### config.mk
export PLATFORM = sky130hd
export DESIGN_NAME = watchdog_mode_control
export DESIGN_NICKNAME = d
export VERILOG_FILES = /design/src/hdl/wdt_pkg.sv /design/src/hdl/watchdog_mode_control.sv
export SDC_FILE = /design/constraint.sdc
export NUM_CORES = 1
export LEC_CHECK = 0
export ABC_AREA = 1
export BUFFER_PORTS_ARGS = -buffer_cell sky130_fd_sc_hd__buf_2
export CORE_MARGIN = 10
export CORE_UTILIZATION = 54
export CTS_CLUSTER_SIZE = 28
export DETAILED_ROUTE_END_ITERATION = 8
export PLACE_DENSITY_LB_ADDON = 0.25
export SETUP_SLACK_MARGIN = 0.15
export SLEW_MARGIN = 20
export SYNTH_ARGS = -nofsm -noshare
export SYNTH_HDL_FRONTEND = slang
export SYNTH_SLANG_ARGS = --single-unit
### constraint.sdc
create_clock -name pclk -period 2.9 [get_ports pclk]
set_input_delay 0.29 -clock pclk [delete_from_list [all_inputs] [get_ports pclk]]
set_output_delay 0.29 -clock pclk [all_outputs]
set_load 0.05 [all_outputs]
### src/hdl/wdt_pkg.sv
// constants, register map and field layout of the watchdog mode block
// assumes a single system clock pclk; rc and xin arrive as slow pin levels
package wdt_pkg;

  // apb word registers; the mode register keeps its printed index 0x0f
  localparam logic [7:0] MODE_IDX = 8'h0f;
  localparam logic [11:0] MODE_ADDR = {2'h0, MODE_IDX, 2'h0};
  localparam logic [11:0] STATUS_ADDR = 12'h040;
  localparam logic [11:0] MASK_ADDR = 12'h044;
  localparam logic [11:0] STATE_ADDR = 12'h048;

  // mode register fields and value after reset
  localparam int TAP_LSB = 0;
  localparam int HALT_BIT = 2;
  localparam int STOP_BIT = 3;
  localparam int XIN_BIT = 4;
  localparam logic [7:0] MODE_RST = 8'h0d;

  // interrupt status bits
  localparam int EV_TIMEOUT = 0;
  localparam int EV_REJECT = 1;
  localparam int EV_W = 2;

  // write window after the first instruction, in system clocks
  localparam logic [6:0] WINDOW_CYCLES = 7'h40;

  // rc tap minimum times in microseconds
  localparam int RC_TAP0_US = 3500;
  localparam int RC_TAP1_US = 7000;
  localparam int RC_TAP2_US = 14000;
  localparam int RC_TAP3_US = 56000;

  // tap lengths when the chain runs from the xin pin, in clock ticks
  localparam logic [15:0] XIN_TAP0 = 16'h0080;
  localparam logic [15:0] XIN_TAP1 = 16'h0100;
  localparam logic [15:0] XIN_TAP2 = 16'h0200;
  localparam logic [15:0] XIN_TAP3 = 16'h0800;

  typedef struct packed {
    logic [2:0] rsvd;
    logic xin_sel;
    logic run_stop;
    logic run_halt;
    logic [1:0] tap;
  } mode_s;

  typedef enum logic [1:0] {
    WIN_WAIT = 2'b00,
    WIN_OPEN = 2'b01,
    WIN_LOCK = 2'b10
  } win_e;

endpackage

### src/hdl/watchdog_mode_control.sv
// watchdog counter with its write-only mode register, apb slave and irq
// assumes core strobes (first_instr, wdt_instr, halt, stop) are on pclk;
// rc and xin are pin levels, sampled by two flip-flops before use
//
// What this block does
// - rc source taps 3.5, 7, 14, 56 ms
// - xin source taps 128, 256, 512, 2048 ticks
// - halt bit one keeps counting, default one
// - stop bit one keeps counting, default one
// - source bit one picks xin, zero rc
// - mode writes only in 64 cycles window
// - mode register unreadable, index 0x0f
// - permanent option starts watchdog on reset exit
// - watchdog instruction restarts the period
// - otherwise instruction starts it, reset disables
// - permanent with rc cannot be disabled
// - halt and stop bits still gate counting
`timescale 1ns/100ps
`default_nettype none
module watchdog_mode_control #(
  parameter int RC_KHZ = 100, // internal rc frequency in khz
  parameter int CNT_W = 16 // counter width
) (
  input wire logic pclk, // system clock, 25 mhz
  input wire logic presetn, // async reset, active low
  input wire logic psel, // apb select
  input wire logic penable, // apb access phase
  input wire logic pwrite, // apb direction
  input wire logic [11:0] paddr, // apb byte address
  input wire logic [31:0] pwdata, // apb write data
  output logic [31:0] prdata, // apb read data
  output logic pready, // apb ready
  output logic pslverr, // apb error on unmapped address
  input wire logic internal_rc_oscillator_in, // internal_rc_oscillator level
  input wire logic xin_in, // external clock pin level
  input wire logic perm_enable_opt, // permanent-enable programming option
  input wire logic first_instr, // pulse, first instruction after reset
  input wire logic stop_recovery, // pulse, stop-mode recovery
  input wire logic wdt_instr, // pulse, watchdog instruction executed
  input wire logic halt_mode, // core in halt
  input wire logic stop_mode, // core in stop
  output logic wdt_reset, // pulse, watchdog reset request
  output logic irq // level interrupt
);
  import wdt_pkg::*;

  // rc tap lengths rounded up to whole rc ticks
  localparam logic [CNT_W-1:0] RC_TAP0 = CNT_W'((RC_TAP0_US * RC_KHZ + 999) / 1000);
  localparam logic [CNT_W-1:0] RC_TAP1 = CNT_W'((RC_TAP1_US * RC_KHZ + 999) / 1000);
  localparam logic [CNT_W-1:0] RC_TAP2 = CNT_W'((RC_TAP2_US * RC_KHZ + 999) / 1000);
  localparam logic [CNT_W-1:0] RC_TAP3 = CNT_W'((RC_TAP3_US * RC_KHZ + 999) / 1000);

  // tick count at which the selected tap expires
  function automatic logic [CNT_W-1:0] tap_limit(input logic [1:0] tap, input logic xin);
    logic [CNT_W-1:0] lim;
    lim = '0;
    if (xin)
    begin
      case (tap)
        2'b00: lim = CNT_W'(XIN_TAP0);
        2'b01: lim = CNT_W'(XIN_TAP1);
        2'b10: lim = CNT_W'(XIN_TAP2);
        default: lim = CNT_W'(XIN_TAP3);
      endcase
    end
    else
    begin
      case (tap)
        2'b00: lim = RC_TAP0;
        2'b01: lim = RC_TAP1;
        2'b10: lim = RC_TAP2;
        default: lim = RC_TAP3;
      endcase
    end
    return lim;
  endfunction

  // two-stage synchronisers for the two clock pins
  logic [1:0] pin_s1_q;
  logic [1:0] pin_s2_q;
  logic src_prev_q;
  logic [1:0] pins;
  assign pins = {xin_in, internal_rc_oscillator_in};

  always_ff @(posedge pclk or negedge presetn)
  begin
    if (!presetn)
    begin
      pin_s1_q <= 2'h0;
      pin_s2_q <= 2'h0;
    end
    else
    begin
      pin_s1_q <= pins;
      pin_s2_q <= pin_s1_q;
    end
  end

  // option strap, synchronised then held after reset release
  logic perm_s1_q;
  logic perm_s2_q;
  logic perm_q;
  logic [1:0] perm_age_q;
  logic perm_done_q;

  always_ff @(posedge pclk or negedge presetn)
  begin
    if (!presetn)
    begin
      perm_s1_q <= 1'b0;
      perm_s2_q <= 1'b0;
      perm_q <= 1'b0;
      perm_age_q <= 2'h0;
      perm_done_q <= 1'b0;
    end
    else
    begin
      perm_s1_q <= perm_enable_opt;
      perm_s2_q <= perm_s1_q;
      perm_age_q <= {perm_age_q[0], 1'b1};
      // latched once, so a strap that moves later cannot arm the watchdog
      if (perm_age_q[1] && !perm_done_q)
      begin
        perm_q <= perm_s2_q;
        perm_done_q <= 1'b1;
      end
    end
  end

  // state registers
  mode_s mode_q;
  mode_s mode_d;
  win_e win_q;
  win_e win_d;
  logic [6:0] win_cnt_q;
  logic [6:0] win_cnt_d;
  logic en_q;
  logic en_d;
  logic [CNT_W-1:0] cnt_q;
  logic [CNT_W-1:0] cnt_d;
  logic wdt_reset_q;
  logic [EV_W-1:0] status_q;
  logic [EV_W-1:0] status_d;
  logic [EV_W-1:0] mask_q;
  logic [31:0] prdata_q;

  // bus decode
  logic setup_ph;
  logic wr_en;
  logic hit_mode;
  logic hit_status;
  logic hit_mask;
  logic hit_state;
  logic hit_any;
  assign setup_ph = psel & ~penable;
  assign hit_mode = paddr == MODE_ADDR;
  assign hit_status = paddr == STATUS_ADDR;
  assign hit_mask = paddr == MASK_ADDR;
  assign hit_state = paddr == STATE_ADDR;
  assign hit_any = hit_mode | hit_status | hit_mask | hit_state;
  assign wr_en = psel & penable & pwrite & hit_any;

  // zero wait states: prdata was loaded in the setup cycle
  assign pready = 1'b1;
  assign pslverr = psel & penable & ~hit_any;
  assign prdata = prdata_q;

  // tick of the selected counter source, taken from the second stage
  logic src_now;
  logic tick;
  assign src_now = mode_q.xin_sel ? pin_s2_q[1] : pin_s2_q[0];
  assign tick = src_now & ~src_prev_q;

  always_ff @(posedge pclk or negedge presetn)
  begin
    if (!presetn)
      src_prev_q <= 1'b0;
    else
      src_prev_q <= src_now;
  end

  // counting gate; a stopped xin simply yields no ticks in stop
  logic gate_halt;
  logic gate_stop;
  logic running;
  logic expire;
  assign gate_halt = ~halt_mode | mode_q.run_halt;
  assign gate_stop = ~stop_mode | mode_q.run_stop;
  assign running = en_q & gate_halt & gate_stop;
  assign expire = running & tick & (cnt_q >= tap_limit(mode_q.tap, mode_q.xin_sel) - 1'b1);

  // mode write accepted only while the window is open
  logic mode_wr;
  logic mode_ok;
  assign mode_wr = wr_en & hit_mode;
  assign mode_ok = mode_wr & (win_q == WIN_OPEN);

  // window, enable, counter and mode next state
  always_comb
  begin
    win_d = win_q;
    win_cnt_d = win_cnt_q;
    en_d = en_q;
    cnt_d = cnt_q;
    mode_d = mode_q;
    case (win_q)
      WIN_WAIT:
      begin
        if (first_instr)
        begin
          win_d = WIN_OPEN;
          win_cnt_d = 7'h00;
        end
      end
      WIN_OPEN:
      begin
        win_cnt_d = win_cnt_q + 7'h01;
        if (win_cnt_q == WINDOW_CYCLES - 7'h01)
          win_d = WIN_LOCK;
      end
      WIN_LOCK:
        win_d = WIN_LOCK;
      default:
        win_d = WIN_WAIT;
    endcase
    if (stop_recovery)
      win_d = WIN_WAIT;
    if (mode_ok)
      mode_d = mode_s'({3'h0, pwdata[4:0]});
    if (running && tick)
      cnt_d = cnt_q + 1'b1;
    if (wdt_instr)
    begin
      en_d = 1'b1;
      cnt_d = '0;
    end
    if (expire)
    begin
      // watchdog reset: defaults, window waits, option decides enable
      mode_d = mode_s'(MODE_RST);
      win_d = WIN_WAIT;
      cnt_d = '0;
      en_d = perm_q;
    end
    // permanent option keeps it armed; software has no way to clear it
    if (perm_q)
      en_d = 1'b1;
  end

  always_ff @(posedge pclk or negedge presetn)
  begin
    if (!presetn)
    begin
      win_q <= WIN_WAIT;
      win_cnt_q <= 7'h00;
      en_q <= 1'b0;
      cnt_q <= '0;
      mode_q <= mode_s'(MODE_RST);
      wdt_reset_q <= 1'b0;
    end
    else
    begin
      win_q <= win_d;
      win_cnt_q <= win_cnt_d;
      en_q <= en_d;
      cnt_q <= cnt_d;
      mode_q <= mode_d;
      wdt_reset_q <= expire;
    end
  end

  assign wdt_reset = wdt_reset_q;

  // sticky events; a new event wins over a same-cycle clear
  logic [EV_W-1:0] ev;
  logic [EV_W-1:0] clr;
  assign ev = {mode_wr & ~mode_ok, expire};
  assign clr = (wr_en & hit_status) ? pwdata[EV_W-1:0] : '0;
  assign status_d = (status_q & ~clr) | ev;
  assign irq = |(status_q & mask_q);

  always_ff @(posedge pclk or negedge presetn)
  begin
    if (!presetn)
    begin
      status_q <= '0;
      mask_q <= '0;
    end
    else
    begin
      status_q <= status_d;
      if (wr_en && hit_mask)
        mask_q <= pwdata[EV_W-1:0];
    end
  end

  // read mux; the mode register always reads back zero
  logic [31:0] rd_state;
  logic [31:0] rd_val;
  assign rd_state = {
    16'(cnt_q),
    12'h000,
    perm_q,
    running,
    win_q == WIN_OPEN,
    en_q
  };
  assign rd_val = hit_status ? 32'(status_q) :
                  hit_mask ? 32'(mask_q) :
                  hit_state ? rd_state :
                  32'h0000_0000;

  always_ff @(posedge pclk or negedge presetn)
  begin
    if (!presetn)
      prdata_q <= 32'h0000_0000;
    else if (setup_ph)
      prdata_q <= rd_val;
  end

endmodule
`default_nettype wire

==> out/metrics.cfg, run 1 <==
[detailed_routing]
ant_nets=0
first_pass_iters=4
dr_wl_met2_um=4340
top_layer_used=met4
drc=0
met3_length_um=536
num_vias=3295
wl_met1_um=3960
routedWlPerCell_um=14.2
vias_per_cell=5.16
dr.first_iter.drc_count=160
drt_wl_total_um=9070

[timing]
relSlewSlack_pct=41.9
rsz0062_at_grt=no
fin_crit_ps=2590
worst_hold_slack_ps=40.1
tightest_slew_ps=871
setup_slack_ps=306
maxSlewViolCount=0
finalHoldViolCount=0
timing.fmax_mhz=386
fin_tns_setup_ps=0
setup_viol=0
fin_skew_ps=8.68
min_period_over_period_pct=89.4

[clocking]
holdBufCountCts=0
post-cts-setup-buffers=0
clock-root-buffer=clkbuf_8
cts_sinks=67
worstSkewPairLatency_ps=350
cts_htree_levels=3
cts-buffers-inserted=9
clockBufferDepth=2
clk_pin_slew_ps=80
cts_tree=done

[global_routing]
grt_pass1_vias=3347
grt_pass1_wl_um=15000
grt.total_usage_pct=16.4
grt_overflow=0
grt_max_degree=68
antenna_found_initial=0

[setup_path]
reg2reg_slack_ps=310
crit_slowest_cell=dfrtp_1
worstReg2RegEnd=cnt_q[13]$_DFFE_PN0P_
path_common_cell=nand2_1
worst_ep_required_time_ps=3190
worstReg2RegStart=mode_q[1]$_DFFE_PN0P_
critPathLaunchType=flop
worstSetupStartpoint=mode_q[1]$_DFFE_PN0P_
max_stage_delay_ps=390
r2r_cells=19
crit_chain=nor2_2 -> inv_2 -> nor2_4 -> inv_2 -> ha_4 -> ha_4 -> a21boi_2 -> o221ai_1 -> ha_1 -> nand2_1 -> nand2_1 -> nand2_1 -> a21oi_2 -> nor2_2 -> nand2_4 -> nor2_1 -> buf_4 -> nand3_1 -> nand2_1
crit_fanout=3
worstPathArrival_ps=2880
crit_type=reg -> reg
endpoint_kind=flop

[run_status]
status=complete, no violations

[min_path]
hold_end=pin_s1_q[1]$_DFF_PN0_
hold_depth=1
min_path_type=in -> reg
hp-start=xin_in

[placement]
placedCellCount=622
post-place-ws_ps=104
place_area_sq_um=4240
place_hpwl_um=6900
port_buffers=52
globalplace.congestion=0.909

[layout]
finalInstanceArea_sq_um=4550
fin_nets=616
multi_input_area_sq_um=1900
seqCellArea_sq_um=1680
diodes=0
area.growth.synth_to_final_pct=17.2
drive_gt1_share_pct=20.8
fin_cells=638
final_util_pct=65.9
n_fill_cell=599

[yosys]
synth_warnings=0
ys_ff_latch=67
avgSynthCellArea_sq_um=8.22
yosysTopAreaCell=dfrtp_1
synth_area_sq_um=3880
synth.yosys.seq_area_share_pct=43.3
syn-instance-count=472
synth_area_leaders=dfrtp_1, nand2_1, ha_1
synth_cell_types=38
yosysTopAreaCellShare_pct=41.3

[floorplan]
dieArea_sq_um=11000
ios=93
coreArea_sq_um=6910
start_util_pct=56.2
fp.dieH_um=105
rows=30
die_w_um=105

[power]
p_per_area_nw_per_um2=519
ir_drop_v=0.000487
power_leakage_nw=2.34
power_mw=2.36

[flow_run]
maxCapViolations=0

==> worst max-delay path by stage <==
stage,slack (ps),endpoint,cells after the start
floorplan,330,mode_q[1]$_DFFE_PN0P_,19
global placement,190,mode_q[0]$_DFFE_PN1P_,19
detailed placement,100,mode_q[0]$_DFFE_PN1P_,19
CTS,150,cnt_q[1]$_DFFE_PN0P_,19
global route,150,cnt_q[1]$_DFFE_PN0P_,19
finish,310,cnt_q[13]$_DFFE_PN0P_,19
==> synthesized netlist by cell type, drive strengths merged <==
cell	number
dfstp	3
o22ai	14
xnor2	2
a21oi	16
nor4	1
nand2	116
a21boi	1
o21ai	22
a22o	1
dfrtp	64
a21o	1
and3	1
o221ai	1
clkbuf	3
nor3	8
nand3b	1
buf	19
conb	2
ha	22
nor3b	1
nor2	44
nand4	9
nand3	27
inv	71
xor2	7
o31ai	15
==> kinds of logic (layout without fill, tap and decap cells) <==
group           Yosys count  after routing  share of synthesized area, %
xor+xnor                  9              9                          2.03
fa+ha+maj                22             22                          7.09
other cells               2             18                         0.194
simple gates            208            208                          23.9
buf+inv                  93            147                          10.9
compound gates           71             71                          12.6
flops                    67             67                          43.3
==> layer usage <==
layer  track usage (%)  vias to the layer above
li1                  -                     1640
met1              18.3                     1531
met2              27.4                       99
met3              5.59                       25
met4              7.84                        0
met5                 0                        -
==> where the power goes <==
part           internal [mW]  switching (mW)
logic                  0.109           0.268
clock network          0.594           0.382
registers              0.979          0.0262
total                   1.68           0.676
==> sequential cells by signal, summed over array words and instances (netlist names), 5 cells and up <==
signal and count:
win_cnt_q 7, mode_q 5, prdata 20, cnt_q 16
==> placed cells by master (no fill, tap or decap), types with 2 or more instances in the layout <==
cell        synthesis  final
a21oi_1            16     15
buf_2               2     52
buf_4              13      7
bufinv_16           0      3
clkbuf_8            0     10
clkinvlp_4          0      3
conb_1              2     18
dfrtp_1            64     64
dfstp_2             3      3
ha_1               22     20
ha_4                0      2
inv_1              71     69
inv_2               0      2
nand2_1           112    112
nand2_2             3      2
nand3_1            25     25
nand3_2             2      2
nand4_1             8      8
nor2_1             39     35
nor2_2              2      5
nor2_4              3      4
nor3_1              8      8
o21ai_0            17     17
o21ai_2             4      4
o22ai_1             6      6
o22ai_2             8      8
o31ai_1            15     15
xnor2_1             2      2
xor2_1              7      7
==> what timing repair did <==
action,CTS,global route
setup endpoints to repair,17,24
pin swaps,4,4
resized for setup,4,12
==> worst max-delay path, delay by kind of cell (launching register included) <==
kind	cells	cell delay, ps
adder cells (fa/ha/maj)	3	650
buffers and inverters	3	260
AND/OR/NAND/NOR	10	920
AO/OA/AOI/OAI	3	290
flip-flops	1	390
==> area by class of cell <==
| class | count | share of cell area (%) |
|---|---|---|
| flip-flops and latches | 67 | 36.9 |
| clock buffers | 10 | 3.03 |
| clock inverters | 6 | 2.48 |
| multi-input cells | 328 | 41.7 |
| inverters | 71 | 5.86 |
| repair buffers | 60 | 7.32 |
| well taps | 96 | 2.64 |
Power figures use the tool's default switching activity.
==> run 2: changes to the inputs <==
==> constraint.sdc (replaced) <==
create_clock -name pclk -period 2.44 [get_ports pclk]
set_input_delay 0.244 -clock pclk [delete_from_list [all_inputs] [get_ports pclk]]
set_output_delay 0.244 -clock pclk [all_outputs]
set_load 0.05 [all_outputs]
==> run 2 against run 1 <==
Critical path depth fell by 1. Clock skew rose by 3.9 ps. Sequential cell count did not move. Non-clock buffer count rose by 12. The run now ends with setup timing left. Largest power group unchanged. Highest routed layer unchanged. Worst hold slack improved by 31 ps. Clock power rose by 9.6%. Die area did not move. Setup slack got worse by 460 ps. Wire length rose by 0.86%. Final cell count rose by 1.9%. Count of clock-buffer cells in the layout rose by 1. Power rose by 15%.
==> out/metrics.cfg, run 2 (synthesis gave the netlist of run 1 again) <==
[floorplan]
ios=93
dieArea_sq_um=11000
fp.dieH_um=105
rows=30
die_w_um=105
coreArea_sq_um=6910
start_util_pct=56.2

[detailed_routing]
num_vias=3317
routedWlPerCell_um=14.1
first_pass_iters=4
drc=0
ant_nets=0
dr.first_iter.drc_count=143
vias_per_cell=5.10
drt_wl_total_um=9150

[global_routing]
grt_overflow=0
grt.total_usage_pct=16.8
grt_pass1_vias=3388
antenna_found_initial=0
grt_pass1_wl_um=15400
grt_max_degree=68

[timing]
fin_skew_ps=12.5
rsz0062_at_grt=yes
setup_slack_ps=-151
fin_tns_setup_ps=-2180
timing.fmax_mhz=386
tightest_slew_ps=923
min_period_over_period_pct=106
maxSlewViolCount=0
relSlewSlack_pct=38.4
fin_crit_ps=2590
finalHoldViolCount=0
setup_viol=26

[setup_path]
reg2reg_slack_ps=-150
crit_type=reg -> reg
worst_ep_required_time_ps=2710
max_stage_delay_ps=390
path_delay_family=simple AND/OR/NAND/NOR gates
crit_chain=nor2_2 -> inv_2 -> nor2_4 -> inv_2 -> ha_4 -> ha_4 -> a21boi_2 -> o221ai_2 -> ha_1 -> nand2_1 -> nand2_1 -> nand2_1 -> a21oi_2 -> nor2_2 -> buf_4 -> nand3_4 -> buf_6 -> o21ai_2
endpoint_kind=flop
path_buf_inv=4
worstPathArrival_ps=2860
r2r_cells=18
path_common_cell=nand2_1
critPathLaunchType=flop
worstSetupStartpoint=mode_q[1]$_DFFE_PN0P_
worstReg2RegStart=mode_q[1]$_DFFE_PN0P_
crit_slowest_cell=dfrtp_1
worstReg2RegEnd=cnt_q[0]$_DFFE_PN0P_
crit_fanout=5

[run_status]
status=finished, violations left
violations=setup timing

[placement]
post-place-ws_ps=-235
port_buffers=52
place_hpwl_um=6840
globalplace.congestion=0.873

[flow_run]
maxCapViolations=0

[clocking]
cts_htree_levels=3
clockBufferDepth=2
clk_pin_slew_ps=80
cts_tree=done
cts-buffers-inserted=9
worstSkewPairLatency_ps=350
clock-root-buffer=clkbuf_8
cts_sinks=67

[layout]
n_fill_cell=606
area.growth.synth_to_final_pct=20.8
seqCellArea_sq_um=1680
multi_input_area_sq_um=1960
fin_nets=628
final_util_pct=67.8
final_common_cell=nand2_1
largest_register_ffs=20
diodes=0
drive_gt1_share_pct=24.0
mostFrequentLayoutCells=nand2_1, inv_1, dfrtp_1, buf_2, nor2_1

[power]
p_per_area_nw_per_um2=578
ir_drop_v=0.000537
power_mw=2.71
power_leakage_nw=2.39

[min_path]
min_path_type=in -> async

==> run 2: cell types whose count changed in the layout (fill, tap and decap cells not counted), sizes merged <==
cell | before | now
buf | 60 | 69
dlygate4sd3 | 0 | 3
clkinvlp | 3 | 1
bufinv | 3 | 2
clkbuf | 10 | 11
clkinv | 0 | 1
inv | 71 | 72
==> run 2: per-layer routing <==
layer	GRT usage [%]	part of all wire (%)
met5	0	0
met1	19.5	42
met3	4.73	5.6
met4	5.59	1.7
met2	29.1	51
==> run 2: worst reg2reg max path, cell delays in order, from the launching register on <==
cell	delay (ps)
dfrtp_1	390
nor2_2	130
inv_2	60
nor2_4	110
inv_2	50
ha_4	170
ha_4	170
a21boi_2	140
o221ai_2	100
ha_1	310
nand2_1	70
nand2_1	50
nand2_1	60
a21oi_2	60
nor2_2	180
buf_4	150
nand3_4	60
buf_6	150
o21ai_2	110
==> run 2: timing repair <==
item,4_1_cts,5_1_grt
hold buffers,3,0
gates cloned,0,0
setup endpoints to repair,26,26
pin swaps,13,13
resized for setup,17,15
hold endpoints to repair,3,0
setup buffers,2,1
==> run 2: cell type report <==
| type | instances | share of cell area, % |
|---|---|---|
| Inverter | 71 | 5.69 |
| Clock buffer | 11 | 3.02 |
| Clock inverter | 5 | 1.82 |
| Timing Repair Buffer | 72 | 9.16 |
| Tap cell | 96 | 2.56 |
| Sequential cell | 67 | 35.9 |
| Multi-Input combinational cell | 328 | 41.9 |
==> run 2: power breakdown <==
part	switching, mW	leakage [nW]	internal, mW
clock network	0.459	0.110	0.609
registers	0.0317	0.874	1.16
logic	0.310	1.40	0.136
total	0.800	2.39	1.91
==> run 2: how the worst max path moves through the flow <==
stage | depth (start not counted) | slack [ps] | endpoint
after floorplan | 19 | -80 | mode_q[1]$_DFFE_PN0P_
after global placement | 19 | -150 | mode_q[0]$_DFFE_PN1P_
after detailed placement | 18 | -240 | cnt_q[12]$_DFFE_PN0P_
after CTS | 19 | -130 | cnt_q[13]$_DFFE_PN0P_
after global routing | 18 | -320 | cnt_q[0]$_DFFE_PN0P_
final | 18 | -150 | cnt_q[0]$_DFFE_PN0P_
==> run 2: through the flow <==
| step | hold WS [ps] | instance area [sq um] | instances |
|---|---|---|---|
| global placement | 332 | 4280 | 628 |
| detailed placement | 336 | 4280 | 628 |
| finish | 71.3 | 4690 | 650 |
| floorplan | -51.6 | 3960 | 488 |
| CTS | 99.3 | 4620 | 649 |
| global route | 137 | 4690 | 650 |
==> run 3: changes to the inputs <==
--- a/config.mk
+++ b/config.mk
@@ -17,3 +17,4 @@
 export SYNTH_ARGS = -nofsm -noshare
 export SYNTH_HDL_FRONTEND = slang
 export SYNTH_SLANG_ARGS = --single-unit
+export TNS_END_PERCENT = 30
==> run 3 against run 2 <==
The run still ends with setup timing left. Setup slack got worse by 25 ps. Wire length down 6.4%. Global-route usage decreased by 0.96 points. Sequential power about the same. Maximum frequency shrank 0.97%. Critical path depth stayed put. Power fell by 6.0%. Utilization shrank 0.091 points. Sequential share of layout area about the same. Final area shrank 0.13%. Sequential cell count stayed put. Final cell count increased by 0.92%. Critical path type unchanged. Largest cell class unchanged. Highest routed layer unchanged.
==> out/metrics.cfg, run 3 (synthesis gave the netlist of run 1 again) <==
[layout]
final_common_cell=nand2_1
drive_gt1_share_pct=24.1
fin_cells=656
n_fill_cell=597
area.growth.synth_to_final_pct=20.6
finalInstanceArea_sq_um=4680
mostFrequentLayoutCells=nand2_1, inv_1, dfrtp_1, buf_2, nor2_1
diodes=0
fin_nets=634
largest_register_ffs=20

[setup_path]
r2r_cells=18
worstReg2RegStart=mode_q[1]$_DFFE_PN0P_
crit_type=reg -> reg
reg2reg_slack_ps=-180
setup.worst_path.end=cnt_q[13]$_DFFE_PN0P_
crit_fanout=3
worst_ep_required_time_ps=2730
worstSetupStartpoint=mode_q[1]$_DFFE_PN0P_
worstReg2RegEnd=cnt_q[13]$_DFFE_PN0P_
endpoint_kind=flop
worstPathArrival_ps=2910
critPathLaunchType=flop

[run_status]
status=finished, violations left
violations=setup timing

[detailed_routing]
drt_wl_total_um=8560
ant_nets=0
drc=0
dr.first_iter.drc_count=139
first_pass_iters=4
num_vias=3344
routedWlPerCell_um=13.1
vias_per_cell=5.10

[clocking]
cts_tree=done
clockBufferDepth=2
cts_htree_levels=3
clock-root-buffer=clkbuf_8
cts_sinks=67
clk_pin_slew_ps=80
worstSkewPairLatency_ps=350
cts-buffers-inserted=9

[placement]
port_buffers=52
place_area_sq_um=4300
place_hpwl_um=6560
placedCellCount=629
globalplace.congestion=0.894

[timing]
fin_crit_ps=2620
setup_slack_ps=-177
maxSlewViolCount=0
finalHoldViolCount=0
rsz0062_at_grt=yes
min_period_over_period_pct=107
tightest_slew_ps=893
setup_viol=26
relSlewSlack_pct=40.4
fin_skew_ps=14.9
fin_tns_setup_ps=-2250
timing.fmax_mhz=382

[power]
p_per_area_nw_per_um2=544
power_leakage_nw=2.44
ir_drop_v=0.000510
power_mw=2.55

[global_routing]
grt_pass1_vias=3360
grt_overflow=0
antenna_found_initial=0
grt_pass1_wl_um=14800
grt.total_usage_pct=15.8
grt_max_degree=34

[floorplan]
rows=30
die_w_um=105
coreArea_sq_um=6910
dieArea_sq_um=11000
fp.dieH_um=105
start_util_pct=56.2
ios=93

[min_path]
min_path_type=in -> reg

[flow_run]
maxCapViolations=0

-- run 3: changes by cell type in the layout (fill, tap and decap cells not counted), sizes merged --
cell         change
dlygate4sd3      +1
bufinv           -1
nand2            +1
buf              +4
inv              -1
clkinv           +2
-- run 3: worst max-delay path, cell delays in order, from the launching register on --
cell,delay (ps)
dfrtp_1,390
nor2_2,140
inv_2,70
buf_4,130
buf_4,120
buf_4,120
buf_4,120
a21oi_1,110
o21ai_1,100
ha_1,300
a21o_1,160
nor2_1,110
nand2_1,90
nand2_2,110
nand2_4,90
nor2_2,130
buf_6,120
nand3_2,60
nand2_1,80
-- run 3: power breakdown --
group	switching, mW	internal (mW)	total [mW]	leakage (nW)
sequential	0.0315	1.16	1.20	0.874
clock	0.417	0.471	0.887	0.0933
combinational	0.322	0.141	0.463	1.47
total	0.770	1.78	2.55	2.44
-- run 3: how the worst min path moves through the flow --
stage	depth (start not counted)	from	end
floorplan	0	presetn	cnt_q[0]$_DFFE_PN0P_
CTS	3	pwdata[4]	mode_q[4]$_DFFE_PN0P_
detailed placement	1	presetn	prdata[16]$_DFFE_PN0P_
global placement	1	presetn	cnt_q[15]$_DFFE_PN0P_
finish	3	pwdata[4]	mode_q[4]$_DFFE_PN0P_
global route	3	pwdata[4]	mode_q[4]$_DFFE_PN0P_
-- run 3: per-layer routing --
| metal | global-route usage (%) | share of wire [%] | routed length (um) | vias up |
|---|---|---|---|---|
| met5 | 0 | 0 | 0 | - |
| met1 | 17.8 | 43 | 3700 | 1593 |
| met2 | 27.6 | 49 | 4240 | 69 |
| met4 | 4.22 | 0.93 | 80 | 0 |
| met3 | 5.90 | 6.4 | 550 | 8 |
| li1 | - | - | - | 1674 |
-- run 3: through the flow --
stage | setup WS (ps) | hold slack, ps | utilization (%)
floorplan | -89.6 | -51.6 | -
global placement | -157 | 209 | 62.3
detailed placement | -268 | 205 | 62.3
CTS | -103 | 123 | 67.0
global route | -301 | 140 | 67.8
finish | -177 | 136 | 67.8
-- run 3: layout make-up --
cell class	count	area [sq um]	area share (%)
Multi-Input combinational cell	329	1940	41.5
Sequential cell	67	1680	35.9
Timing Repair Buffer	77	482	10.3
Inverter	71	267	5.70
Clock buffer	11	131	2.81
Tap cell	96	120	2.57
Clock inverter	5	56.3	1.20
-- run 3: what timing repair did --
item / 4_1_cts / 5_1_grt
hold endpoints to repair: 20 / 0
endpoints found under the setup margin: 26 / 26
pin swaps: 18 / 4
hold buffers: 4 / 0
cloned: 1 / 0
resized for setup: 19 / 12
setup buffers: 5 / 1
